`config.mk`:
```
export PLATFORM = sky130hd
export DESIGN_NAME = rpic_top
export DESIGN_NICKNAME = d
export VERILOG_FILES = /design/src/core/rpic_pkg.sv /design/src/core/rpic_top.sv
export VERILOG_INCLUDE_DIRS = /design/src /design/src/core
export SDC_FILE = /design/constraint.sdc
export NUM_CORES = 1
export LEC_CHECK = 0
export ABC_AREA = 0
export BUFFER_PORTS_ARGS = -buffer_cell sky130_fd_sc_hd__buf_2
export CAP_MARGIN = 20
export CORE_UTILIZATION = 54
export DETAILED_ROUTE_END_ITERATION = 10
export GPL_TIMING_DRIVEN = 0
export PLACE_DENSITY_LB_ADDON = 0.05
export SETUP_SLACK_MARGIN = 0.5
export SLEW_MARGIN = 10
export SYNTH_ARGS = -nofsm -noshare
export SYNTH_HDL_FRONTEND = slang
export SYNTH_SLANG_ARGS = --single-unit
```
`constraint.sdc`:
```
create_clock -name core_clk -period 2.41 [get_ports core_clk]
set_input_delay 0 -clock core_clk [delete_from_list [all_inputs] [get_ports core_clk]]
set_output_delay 0 -clock core_clk [all_outputs]
set_load 0.02 [all_outputs]
```
`src/core/rpic_consts.svh`:
```
// offsets, field positions, reset values and timing counts of the system control block
`ifndef RPIC_CONSTS_SVH
`define RPIC_CONSTS_SVH
`define RPIC_POWER_CONTROL_OFF 8'h87
`define RPIC_CHP_OFF 8'hbf
`define RPIC_FPCMD_OFF 8'he8
`define RPIC_FPADDR_OFF 8'he9
`define RPIC_SEC_OFF 8'hea
`define RPIC_POWER_CONTROL_RST 8'h30
`define RPIC_POWER_CONTROL_KEEP 8'h10
`define RPIC_PD_BIT 1
`define RPIC_CHP_RST 8'h00
`define RPIC_CHP_WMASK 8'h91
`define RPIC_SWRST_BIT 7
`define RPIC_AUX_BIT 4
`define RPIC_PROGEN_BIT 0
`define RPIC_CMD_RST 8'h00
`define RPIC_CMD_WMASK 8'h87
`define RPIC_CMD_FIXED 8'h10
`define RPIC_CMD_EN_BIT 7
`define RPIC_CMD_ERASE_BIT 2
`define RPIC_CMD_WRITE_BIT 1
`define RPIC_CMD_READ_BIT 0
`define RPIC_FPADDR_RST 8'h00
`define RPIC_ERASE_ALL_ADDR 8'hff
`define RPIC_SEC_ERASED 8'hff
`define RPIC_LOCK_BIT 0
`define RPIC_PORT_PRESET 8'hff
`define RPIC_SP_PRESET 8'h07
`define RPIC_LOADER_BASE 16'hf000
`define RPIC_UNIT_SHIFT 9
`define RPIC_MC_CLKS 12
`define RPIC_STATE5_PHASE2_IDX 9
`define RPIC_RST_SAMPLES 2
`define RPIC_CLK_MHZ 125
`define RPIC_POR_HOLD_MS 240
`define RPIC_POR_HOLD_CYCLES (`RPIC_POR_HOLD_MS * `RPIC_CLK_MHZ * 1000)
`define RPIC_OSC_SETTLE_US 10
`define RPIC_OSC_SETTLE_CYCLES (`RPIC_OSC_SETTLE_US * `RPIC_CLK_MHZ)
`define RPIC_SWRST_CYCLES (2 * `RPIC_MC_CLKS)
`endif

```
`src/core/rpic_pkg.sv`:
```
// types of the system control block
package rpic_pkg;
   typedef enum logic [1:0] {
      RPIC_RUN,
      RPIC_PWRDN,
      RPIC_SETTLE
   } rpic_pwr_t;
endpackage

```
`src/core/rpic_top.sv`:
```
// reset, power-down and in-system programming control
// How it works
// - power-down bit stops all clocks, oscillator too
// - wake by reset or enabled edge interrupt
// - reset pin sampled once per machine cycle
// - short reset glitches are filtered out
// - reset presets port latches and stack pointer
// - reset clears registers except power and security, power-on and soft reset load power 30h, pin reset keeps power bit 4
// - power-on reset held 240 ms after supply
// - boot byte code sets loader start address
// - soft reset bit with program enable resets
// - aux ram enable bit gates aux ram
// - program enable bit allows flash programming
// - command bits enable, erase, write, read
// - hardware programming entry from pins at reset
// - jump into loader enters programming mode
// - security bits only rise by erase-all
// - lock bit zero denies flash and settings except erase-all
// - edge select bit picks falling-edge trigger
`include "rpic_consts.svh"
`timescale 1ns/1ps
`default_nettype none
module rpic_top #(
   parameter int unsigned POR_HOLD_CYCLES = `RPIC_POR_HOLD_CYCLES,
   parameter int unsigned OSC_SETTLE_CYCLES = `RPIC_OSC_SETTLE_CYCLES,
   parameter int unsigned NUM_IRQ = 4
) (
   input wire logic core_clk, // oscillator clock
   input wire logic rst_b, // synchronous logic reset, active low
   input wire logic [7:0] reg_addr, // register address
   input wire logic [7:0] reg_wdata, // register write data
   input wire logic reg_wr, // write strobe
   input wire logic reg_rd, // read strobe
   output logic [7:0] reg_rdata, // read data, cycle after strobe
   input wire logic ext_rst_pin, // external reset pin, active high
   input wire logic supply_ok, // supply above threshold
   input wire logic [NUM_IRQ-1:0] ext_irq_b, // external interrupt pins
   input wire logic [NUM_IRQ-1:0] irq_enable, // interrupt enables
   input wire logic [NUM_IRQ-1:0] irq_edge_select, // 1 falling edge, 0 low level
   input wire logic port2_bit7, // mode pin
   input wire logic port2_bit6, // mode pin
   input wire logic port4_bit3, // mode pin
   input wire logic [7:0] boot_cfg_byte, // flash byte at top address
   input wire logic fetch_valid, // core fetch strobe
   input wire logic [15:0] fetch_addr, // core fetch address
   output logic sys_reset, // full reset to core and peripherals
   output logic [7:0] port_latch_preset, // port latch value under reset
   output logic [7:0] stack_ptr_preset, // stack pointer value under reset
   output logic osc_enable, // oscillator run
   output logic clk_run, // core and peripheral clocks run
   output logic [NUM_IRQ-1:0] irq_level_pending, // level-mode interrupt requests
   output logic aux_ram_enable, // aux ram access granted
   output logic isp_mode, // in-system programming mode
   output logic [15:0] loader_base, // loader region start
   output logic flash_erase_req, // one-cycle erase request
   output logic flash_write_req, // one-cycle write request
   output logic flash_read_req, // one-cycle read request
   output logic [7:0] flash_cmd_addr, // address with request
   output logic code_locked // lock bit programmed
);
   initial begin
      if (NUM_IRQ < 1 || NUM_IRQ > 8 || POR_HOLD_CYCLES < 2 || POR_HOLD_CYCLES >= (1 << 25)
          || OSC_SETTLE_CYCLES < 1 || OSC_SETTLE_CYCLES >= (1 << 16)) begin
         $error("rpic_top: parameter out of range");
      end
   end

   // ********************
   // reset sources
   // ********************
   logic [3:0] mc_cnt_reg;
   logic state5_phase2;
   logic pin_q1_reg;
   logic pin_q2_reg;
   logic [1:0] pin_cnt_reg;
   logic ext_rst_active;
   logic [24:0] por_cnt_reg;
   logic por_active_reg;
   logic [4:0] swrst_cnt_reg;
   logic swrst_active;
   logic swrst_fire;
   logic [7:0] power_control_reg;
   logic [7:0] chp_reg;
   logic [7:0] cmd_reg;
   logic [7:0] fpaddr_reg;
   logic [7:0] sec_reg;
   rpic_pkg::rpic_pwr_t pwr_reg;
   logic [15:0] settle_cnt_reg;
   logic wake_irq;
   logic hw_isp_reg;
   logic loader_active_reg;

   assign state5_phase2 = (mc_cnt_reg == 4'(`RPIC_STATE5_PHASE2_IDX));

   always_ff @(posedge core_clk) begin
      if (!rst_b || !clk_run || mc_cnt_reg == 4'(`RPIC_MC_CLKS - 1)) begin
         mc_cnt_reg <= 4'h0;
      end else begin
         mc_cnt_reg <= mc_cnt_reg + 4'h1;
      end
   end

   always_ff @(posedge core_clk) begin
      if (!rst_b) begin
         pin_q1_reg <= 1'b0;
         pin_q2_reg <= 1'b0;
      end else begin
         pin_q1_reg <= ext_rst_pin;
         pin_q2_reg <= pin_q1_reg;
      end
   end

   always_ff @(posedge core_clk) begin
      if (!rst_b) begin
         pin_cnt_reg <= 2'h0;
      end else if (state5_phase2 && clk_run) begin
         if (!(pin_q1_reg && pin_q2_reg)) begin
            pin_cnt_reg <= 2'h0;
         end else if (pin_cnt_reg != 2'(`RPIC_RST_SAMPLES)) begin
            pin_cnt_reg <= pin_cnt_reg + 2'h1;
         end
      end
   end
   assign ext_rst_active = (pin_cnt_reg == 2'(`RPIC_RST_SAMPLES));

   always_ff @(posedge core_clk) begin
      if (!rst_b || !supply_ok) begin
         por_active_reg <= 1'b1;
         por_cnt_reg <= 25'h0;
      end else if (por_active_reg) begin
         if (por_cnt_reg == 25'(POR_HOLD_CYCLES - 1)) begin
            por_active_reg <= 1'b0;
         end else begin
            por_cnt_reg <= por_cnt_reg + 25'h1;
         end
      end
   end

   assign swrst_fire = chp_reg[`RPIC_SWRST_BIT] && chp_reg[`RPIC_PROGEN_BIT];
   always_ff @(posedge core_clk) begin
      if (!rst_b) begin
         swrst_cnt_reg <= 5'h0;
      end else if (swrst_fire) begin
         swrst_cnt_reg <= 5'(`RPIC_SWRST_CYCLES);
      end else if (swrst_cnt_reg != 5'h0) begin
         swrst_cnt_reg <= swrst_cnt_reg - 5'h1;
      end
   end
   assign swrst_active = (swrst_cnt_reg != 5'h0);
   assign sys_reset = ext_rst_active || por_active_reg || swrst_active;

   always_ff @(posedge core_clk) begin
      if (!rst_b || sys_reset) begin
         port_latch_preset <= `RPIC_PORT_PRESET;
         stack_ptr_preset <= `RPIC_SP_PRESET;
      end else begin
         port_latch_preset <= 8'h00;
         stack_ptr_preset <= 8'h00;
      end
   end

   // ********************
   // power-down and wake
   // ********************
   // falling edge or low level
   genvar gi;
   logic [NUM_IRQ-1:0] irq_prev_reg;
   logic [NUM_IRQ-1:0] irq_wake;
   generate
      for (gi = 0; gi < NUM_IRQ; gi++) begin : g_irq
         always_ff @(posedge core_clk) begin
            if (!rst_b) begin
               irq_prev_reg[gi] <= 1'b1;
            end else begin
               irq_prev_reg[gi] <= ext_irq_b[gi];
            end
         end
         assign irq_wake[gi] = irq_enable[gi] && irq_edge_select[gi]
                               && irq_prev_reg[gi] && !ext_irq_b[gi];
         assign irq_level_pending[gi] = irq_enable[gi] && !irq_edge_select[gi]
                                        && !ext_irq_b[gi];
      end
   endgenerate
   assign wake_irq = |irq_wake;

   always_ff @(posedge core_clk) begin
      if (!rst_b) begin
         pwr_reg <= rpic_pkg::RPIC_RUN;
         settle_cnt_reg <= 16'h0;
      end else begin
         unique case (pwr_reg)
            rpic_pkg::RPIC_RUN: begin
               if (power_control_reg[`RPIC_PD_BIT] && !sys_reset) begin
                  pwr_reg <= rpic_pkg::RPIC_PWRDN;
               end
            end
            rpic_pkg::RPIC_PWRDN: begin
               settle_cnt_reg <= 16'h0;
               if (ext_rst_pin || wake_irq || !supply_ok) begin
                  pwr_reg <= rpic_pkg::RPIC_SETTLE;
               end
            end
            rpic_pkg::RPIC_SETTLE: begin
               if (settle_cnt_reg == 16'(OSC_SETTLE_CYCLES - 1)) begin
                  pwr_reg <= rpic_pkg::RPIC_RUN;
               end else begin
                  settle_cnt_reg <= settle_cnt_reg + 16'h1;
               end
            end
         endcase
      end
   end
   assign osc_enable = (pwr_reg != rpic_pkg::RPIC_PWRDN);
   assign clk_run = (pwr_reg == rpic_pkg::RPIC_RUN);

   // ********************
   // programming mode
   // ********************
   // pin entry latched under reset
   always_ff @(posedge core_clk) begin
      if (!rst_b) begin
         hw_isp_reg <= 1'b0;
      end else if (ext_rst_active) begin
         hw_isp_reg <= (!port2_bit7 && !port2_bit6) || !port4_bit3;
      end else if (sys_reset) begin
         hw_isp_reg <= 1'b0;
      end
   end

   assign loader_base = `RPIC_LOADER_BASE
                        + (16'(boot_cfg_byte[7:5]) << `RPIC_UNIT_SHIFT);

   always_ff @(posedge core_clk) begin
      if (!rst_b || sys_reset) begin
         loader_active_reg <= 1'b0;
      end else if (fetch_valid) begin
         loader_active_reg <= (fetch_addr >= loader_base);
      end
   end

   assign isp_mode = hw_isp_reg || loader_active_reg || chp_reg[`RPIC_PROGEN_BIT];
   assign aux_ram_enable = chp_reg[`RPIC_AUX_BIT];
   assign code_locked = !sec_reg[`RPIC_LOCK_BIT];

   // ********************
   // registers
   // ********************
   logic wr_power_control;
   logic wr_chp;
   logic wr_cmd;
   logic wr_addr;
   logic wr_sec;
   logic cmd_any;
   logic erase_all;
   logic cmd_go;
   assign wr_power_control = reg_wr && reg_addr == `RPIC_POWER_CONTROL_OFF;
   assign wr_chp = reg_wr && reg_addr == `RPIC_CHP_OFF;
   assign wr_cmd = reg_wr && reg_addr == `RPIC_FPCMD_OFF;
   assign wr_addr = reg_wr && reg_addr == `RPIC_FPADDR_OFF && !code_locked;
   assign wr_sec = reg_wr && reg_addr == `RPIC_SEC_OFF && !code_locked && isp_mode;
   assign cmd_any = |cmd_reg[2:0];
   assign erase_all = cmd_reg[`RPIC_CMD_ERASE_BIT] && fpaddr_reg == `RPIC_ERASE_ALL_ADDR;
   assign cmd_go = cmd_reg[`RPIC_CMD_EN_BIT] && cmd_any && isp_mode
                   && (!code_locked || erase_all);

   // power control: pin reset keeps bit 4, power-on and soft reset load 30h
   always_ff @(posedge core_clk) begin
      if (!rst_b) begin
         power_control_reg <= `RPIC_POWER_CONTROL_RST;
      end else if (sys_reset) begin
         if (por_active_reg || swrst_active) begin
            power_control_reg <= `RPIC_POWER_CONTROL_RST;
         end else begin
            power_control_reg <= power_control_reg & `RPIC_POWER_CONTROL_KEEP;
         end
      end else if (wr_power_control) begin
         power_control_reg <= reg_wdata;
      end else if (pwr_reg == rpic_pkg::RPIC_SETTLE) begin
         power_control_reg[`RPIC_PD_BIT] <= 1'b0;
      end
   end

   always_ff @(posedge core_clk) begin
      if (!rst_b || sys_reset || swrst_fire) begin
         chp_reg <= `RPIC_CHP_RST;
      end else if (wr_chp) begin
         chp_reg <= reg_wdata & `RPIC_CHP_WMASK;
      end
   end

   always_ff @(posedge core_clk) begin
      if (!rst_b || sys_reset) begin
         fpaddr_reg <= `RPIC_FPADDR_RST;
      end else if (wr_addr) begin
         fpaddr_reg <= reg_wdata;
      end
   end

   // action bits clear after issue, write wins
   always_ff @(posedge core_clk) begin
      if (!rst_b || sys_reset) begin
         cmd_reg <= `RPIC_CMD_RST;
      end else if (wr_cmd) begin
         cmd_reg <= reg_wdata & `RPIC_CMD_WMASK;
      end else if (cmd_any) begin
         cmd_reg[2:0] <= 3'h0;
      end
   end

   always_ff @(posedge core_clk) begin
      if (!rst_b || sys_reset) begin
         flash_erase_req <= 1'b0;
         flash_write_req <= 1'b0;
         flash_read_req <= 1'b0;
         flash_cmd_addr <= 8'h00;
      end else begin
         flash_erase_req <= cmd_go && cmd_reg[`RPIC_CMD_ERASE_BIT];
         flash_write_req <= cmd_go && !cmd_reg[`RPIC_CMD_ERASE_BIT]
                            && cmd_reg[`RPIC_CMD_WRITE_BIT];
         flash_read_req <= cmd_go && !cmd_reg[`RPIC_CMD_ERASE_BIT]
                           && !cmd_reg[`RPIC_CMD_WRITE_BIT] && cmd_reg[`RPIC_CMD_READ_BIT];
         if (cmd_go) begin
            flash_cmd_addr <= fpaddr_reg;
         end
      end
   end

   // bits only fall by write, rise by erase-all
   always_ff @(posedge core_clk) begin
      if (!rst_b) begin
         sec_reg <= `RPIC_SEC_ERASED;
      end else if (cmd_go && erase_all) begin
         sec_reg <= `RPIC_SEC_ERASED;
      end else if (wr_sec) begin
         sec_reg <= sec_reg & reg_wdata;
      end
   end

   always_ff @(posedge core_clk) begin
      if (!rst_b) begin
         reg_rdata <= 8'h00;
      end else if (reg_rd) begin
         unique case (reg_addr)
            `RPIC_POWER_CONTROL_OFF: reg_rdata <= power_control_reg;
            `RPIC_CHP_OFF: reg_rdata <= chp_reg;
            `RPIC_FPCMD_OFF: reg_rdata <= cmd_reg | `RPIC_CMD_FIXED;
            `RPIC_FPADDR_OFF: reg_rdata <= code_locked ? 8'h00 : fpaddr_reg;
            `RPIC_SEC_OFF: reg_rdata <= code_locked ? 8'h00 : sec_reg;
            default: reg_rdata <= 8'h00;
         endcase
      end else begin
         reg_rdata <= 8'h00;
      end
   end
endmodule
`default_nettype wire

```
==> metrics.md, run 1 <==
| Metric | Value |
|---|---|
| Int Power | ~0.0042 W |
| Post-synth EDFFs | 0 |
| Most frequent cells in the layout | buf_2, dfxtp_1, buf_4, nand2_1, nand3_1 |
| Synth Area in Compound Gates | 16.0% |
| First-pass detailed-route iteration total | 8 |
| Commonest non-fill, non-tap cell in the layout | buf_2 |
| Register area | 2330 um2 |
| DP HPWL | between 9000 and 10,000 um |
| Worst hold path class | input pin to flip-flop |
| Synth unique cells | 64 |
| Register area share after synthesis | 42.0% |
| Die Y | 102 um |
| Combinational share of power | 10.3% |
| Die area | 10,500 um2 |
| Clock latency at the later pin of the worst-skew pair | 0.53 ns |
| Clk buf depth | 2 |
| Final Setup Violations | 0 |
| Warnings from Yosys | 0 |
| Syn avg cell area | 8.47 um2 |
| Vias in the first global route | approximately 5.3k |
| GR Overflow Total | 0 |
| Port Buf Inserts | 98 |
| Post-synthesis mux area share | 2.39% |
| Largest net degree at the start of global routing | 17 |
| Final core utilization | 82.6% |
| Placer Congestion | 0.883 |
| Area of the core | 9770 um2 |
| Area growth syn-to-layout | 48.6% |
| Critical Path Start Type | flip-flop |
| Vias per cell | 5.77 |
| CTS clk-pin slew, worst paths | 0.06 ns |
| Largest register FFs | 25 |
| Boundary pin count | ~120 |
| Tcrit/Tclk final | 83.5% |
| Via Count | around 5.8k |
| Worst Path Required | 2.83 ns |
| Rel. slew slack | 33.3% |
| Xor/xnor share of the synthesized area | 1.77% |
| Routed WL | around 17,000 um |
| Synth area leaders | dfxtp_1, a21oi_1, nand2_1 |
| Main combinational cell family by area after synthesis | simple AND/OR/NAND/NOR gates |
| Routed Antenna Nets | 0 |
| Synth Area in Simple Gates | ~27% |
| Pwr dens | 676 nW/um2 |
| Residual DRC | 0 |
| CP Data Arrival Time | 2.43 ns |
| Setup Skew | 0.00726 ns |
| Area share of fa/ha/maj cells after synthesis | 2.99% |
| Root Driver | clkbuf_8 |
| First-pass GRT wire length | 25,400 um |
| Crit-path max FO | 5 |
| Synth area leader | dfxtp_1 |
| CTS Sinks | 114 |
| Post-layout power | 0.00546 W |
| Ys async rst share | 0% |
| Tot GR Track Use | 31.8% |
| Die Wd | 102 um |
| Final net count | 928 |
| Multi-input combinational cell area | 3170 um2 |
| CTS buffer count | 17 |
| Routed wire length per instance | 16.9 um |
| P_leak | between 3 and 4 nW |
| Iter 0 DRT Violations | about 420 |
| CTS tree | done |
| Share of the synthesized area in the top cell type | 42.0% |
| Peak supply drop | 450 uV |
| CP Class | flip-flop to flip-flop |
| Final Max Tran Viols | 0 |
| RSZ-0062 raised after global routing | true |
| Inserted Diodes | 0 |
| Synthesized area | 5440 um2 |
| Slew @ Worst Pin | 0.992 ns |
| Max Clock Freq | 0.497 GHz |
| Top_reg_cell synth | dfxtp_1 |
| # H-tree levels | 4 |
| Register share of total power | a little over a third |
| Cell count after synthesis | between 600 and 700 |
| Rows | 36 |
| Status | finished clean |
| Layout cells sized above 1 | 38.1% |
| CP endpoint kind | flip-flop |
| Post-synthesis register bit count | approximately 110 |
| Fillers | 597 |
| Clock network fraction of total power | 53.9% |
| NetSw | between 0.001 and 0.0015 W |
| Max-cap violations | 0 |
| Minimum clock period | 2.01 ns |
| Final Hold Fails | 0 |
| Sw Share | 22.8% |
| Initial antenna violation count | 0 |
| Starting Density | 55.6% |
-- synth_stat cells, types with 9 or more instances --
cell type,n
a21oi_1,56
buf_4,31
nand2_1,70
xnor2_1,10
and2_1,11
and3_1,11
dfxtp_1,114
mux2i_1,13
or3_1,11
or4_1,12
nor2_1,41
o21ai_0,27
o31ai_1,13
nand4_1,10
ha_1,13
nand3_1,38
nand2b_1,9
clkbuf_1,16
inv_1,25
-- kinds of logic (layout without fill, tap and decap cells) --
logic type	Yosys count	after routing
xor+xnor	11	11
simple gates	269	269
other cells	2	18
mux	13	13
compound gates	139	139
buf+inv	81	289
flops	114	114
fa+ha+maj	13	13
-- worst paths after layout --
kind              slack (ns)            startpoint                   end  cells past startpoint
setup / recovery        0.40     settle_cnt_reg[7]    settle_cnt_reg[11]                      7
setup reg to reg        0.40     settle_cnt_reg[7]    settle_cnt_reg[11]                      7
hold reg to reg         0.46  power_control_reg[7]  power_control_reg[7]                      2
hold / removal          0.07           reg_addr[2]          reg_rdata[0]                      5
-- area by class of cell --
type	instances	share of cell area (%)
clock inverters	15	3.46
repair buffers	176	15.0
multi-input cells	463	39.3
plain buffers	56	5.00
flip-flops and latches	114	28.9
inverters	25	1.16
clock buffers	17	5.13
well taps	133	2.06
-- stage by stage --
step           instances  worst slack, ns  hold WS, ns  TNS (ns)  area [um2]
2_1_floorplan        658            0.399       0.0817         0        5500
3_3_place_gp         889           -0.131        0.203     -1.00        6150
3_5_place_dp         890         0.000539        0.214         0        6160
4_1_cts              984            0.411       0.0149         0        7720
5_1_grt              999            0.291       0.0541         0        8080
6_report             999            0.397       0.0695         0        8080
-- power by group through the flow --
stage | logic [W] | registers [W] | clock network [W]
2_1_floorplan | 0.000243 | 0.00198 | 0
3_3_place_gp | 0.000333 | 0.00199 | 0
3_5_place_dp | 0.000353 | 0.00199 | 0
4_1_cts | 0.000521 | 0.00195 | 0.00296
5_1_grt | 0.000618 | 0.00195 | 0.00308
6_report | 0.000564 | 0.00195 | 0.00294
-- what timing repair did --
item,CTS,global route
hold buffers,26,0
endpoints found under the hold margin,52,0
setup buffers,34,13
pin swaps,27,36
resized for setup,105,63
gates cloned,2,2
endpoints found under the setup margin,87,78
-- routing by layer --
layer / routed length [um] / vias to the layer above / global-route usage (%) / part of all wire (%)
li1: - / 2702 / - / -
met1: 6620 / 2708 / 37.3 / 39
met2: 8540 / 291 / 55.0 / 51
met3: 1140 / 64 / 8.07 / 6.8
met4: 581 / 0 / 13.7 / 3.4
met5: 0 / - / 0 / 0
-- critical path: stages, from the launching register on --
cell	delay [ns]
dfxtp_2	0.33
or4bb_4	0.54
o41ai_4	0.40
buf_4	0.20
buf_6	0.13
a21oi_2	0.04
o211ai_1	0.18
o21ai_1	0.08
No activity file was read; power rests on OpenSTA's default activity.
==> run 2: changes to the inputs <==
--- a/config.mk
+++ b/config.mk
@@ -9,7 +9,7 @@
 export ABC_AREA = 0
 export BUFFER_PORTS_ARGS = -buffer_cell sky130_fd_sc_hd__buf_2
 export CAP_MARGIN = 20
-export CORE_UTILIZATION = 54
+export CORE_UTILIZATION = 49
 export DETAILED_ROUTE_END_ITERATION = 10
 export GPL_TIMING_DRIVEN = 0
 export PLACE_DENSITY_LB_ADDON = 0.05
==> constraint.sdc (replaced) <==
create_clock -name core_clk -period 1.75 [get_ports core_clk]
set_input_delay 0 -clock core_clk [delete_from_list [all_inputs] [get_ports core_clk]]
set_output_delay 0 -clock core_clk [all_outputs]
set_load 0.02 [all_outputs]
==> run 2 against run 1 <==
  * The flow now finishes with violations (negative setup slack)
  * Non-clock buffer count rose by 18
  * Highest routed layer unchanged
  * Register-to-register slack got worse by 0.71 ns
  * Largest cell class unchanged
  * Final cell count rose by 2.5%
  * Design area rose by 7.8%
  * Combinational power rose by 61%
  * Worst hold slack got worse by 0.056 ns
  * Sequential share of layout area fell by 1.9 points
  * Count of clock-buffer cells in the layout rose by 1
  * Critical path depth fell by 1
==> metrics.md, run 2 (synthesis results as in run 1) <==
| Metric | Value |
|---|---|
| Status | finished with violations |
| Failing checks | negative setup slack |
| Minimum clock period | 2.06 ns |
| Inserted Diodes | 0 |
| Die Wd | 107 um |
| Place WS | -0.364 ns |
| Slew @ Worst Pin | approximately 0.66 ns |
| Worst r2r path cells | 6 |
| Peak supply drop | 839 uV |
| Largest register FFs | 25 |
| # H-tree levels | 4 |
| Worst setup margin | -0.312 ns |
| Largest net degree at the start of global routing | 17 |
| Clock latency at the later pin of the worst-skew pair | 0.53 ns |
| Routed Antenna Nets | 0 |
| Min-delay src | reg_addr[1] |
| Worst hold stages | 4 |
| Routed wire length per instance | 17.2 um |
| CTS Sinks | 114 |
| Placer Congestion | 0.866 |
| Starting Density | ~50% |
| CP Data Arrival Time | ~2.5 ns |
| Iter 0 DRT Violations | roughly 420 |
| Initial antenna violation count | 0 |
| Commonest non-fill, non-tap cell in the layout | buf_2 |
| CP endpoint kind | flip-flop |
| Rel. slew slack | 56.2% |
| DP HPWL | 10,000 um |
| Critical Path Start Type | flip-flop |
| Worst Path Required | around 2.2 ns |
| Boundary pin count | 123 |
| Final setup TNS | -12.44 ns |
| Layout cells sized above 1 | 48.4% |
| Worst hold path class | input pin to flip-flop |
| Pwr dens | between 700 and 800 nW/um2 |
| Die Y | 107 um |
| Die area | 11,500 um2 |
| Area growth syn-to-layout | 60.2% |
| Final Max Tran Viols | 0 |
| GR Overflow Total | 0 |
| Vias in the first global route | 5,597 |
| Crit-path max FO | 5 |
| Final Setup Violations | 70 |
| CTS tree | done |
| CTS buffer count | 17 |
| P_leak | 3.35 nW |
| Setup Skew | 0.00706 ns |
| Clk buf depth | 2 |
| Max-cap violations | 0 |
| Residual DRC | 0 |
| Max Clock Freq | around 0.48 GHz |
| First-pass GRT wire length | 26,600 um |
| RR Startpoint | settle_cnt_reg[15] |
| RSZ-0062 raised after global routing | true |
| First-pass detailed-route iteration total | 6 |
| CP Class | flip-flop to flip-flop |
| Root Driver | clkbuf_8 |
| Via Count | 5,819 |
| Vias per cell | around 5.7 |
| Rows | 38 |
| CTS clk-pin slew, worst paths | 0.06 ns |
| Final Hold Fails | 0 |
| Most frequent cells in the layout | buf_2, dfxtp_1, buf_4, nand2_1, buf_6 |
| Final net count | approximately 950 |
| Hold slack final | approximately 0.013 ns |
| Critical Path Start | settle_cnt_reg[15] |
| Area of the core | 10,800 um2 |
| Routed WL | around 18,000 um |
| Tot GR Track Use | between 20 and 30% |
| Tcrit/Tclk final | 118% |
| Port Buf Inserts | 98 |
| Post-layout power | slightly below 0.007 W |
## run 2: cell count changes in the layout (fill, tap and decap cells not counted), moves of 7 or more
cell | before | now
a21oi_1 | 36 | 24
a21oi_2 | 21 | 31
nor2_2 | 3 | 10
buf_6 | 13 | 41
o21ai_2 | 3 | 16
o21ai_0 | 22 | 3
## run 2: final timing paths
kind                                   end  slack, ns
worst max-delay path            pwr_reg[1]      -0.31
worst min-delay path            cmd_reg[7]       0.01
worst max register to register  pwr_reg[1]      -0.31
worst min register to register  sec_reg[6]       0.44
## run 2: per-stage QoR
step                cells  instance area (um2)  utilization (%)
finish               1024                 8710             80.3
global route         1024                 8710             80.3
CTS                  1012                 8290             76.5
detailed placement    896                 6430             59.3
global placement      896                 6430             59.3
floorplan             658                 5760                -
## run 2: where the power goes
| group | total [W] | internal, W | switching, W |
|---|---|---|---|
| clock | 0.00337 | 0.00204 | 0.00133 |
| sequential | 0.00268 | 0.00263 | 0.0000501 |
| combinational | 0.000909 | 0.000481 | 0.000427 |
## run 2: layer usage
metal	routed length, um	up-vias	part of all wire, %	track usage, %
met5	0	-	0	0
met4	544	0	3.1	16.4
met3	997	50	5.6	6.42
met2	9010	246	51	50.9
met1	7100	2786	40	34.8
li1	-	2737	-	-
## run 2: critical path, cell delays in order, from the launching register on
cell and delay [ns]:
dfxtp_2 0.32, or4_4 0.55, o41ai_4 0.42, buf_4 0.23, o21ai_2 0.07, a21oi_2 0.16
mux2i_1 0.23
## run 2: timing repair
action                     CTS  global route
cloned                       7             0
setup endpoints to repair  117           111
hold buffers                25             0
pin swaps                   55            53
hold endpoints to repair    50             0
buffers inserted            52            12
resized for setup          164            85
## run 2: area by class of cell
type	count	area (um2)
timing repair buffer	194	1480
buffer	56	420
clock inverter	14	156
sequential	114	2350
fill	644	2130
clock buffer	18	418
tap	140	175
multi-input combinational	463	3610
inverter	25	93.8
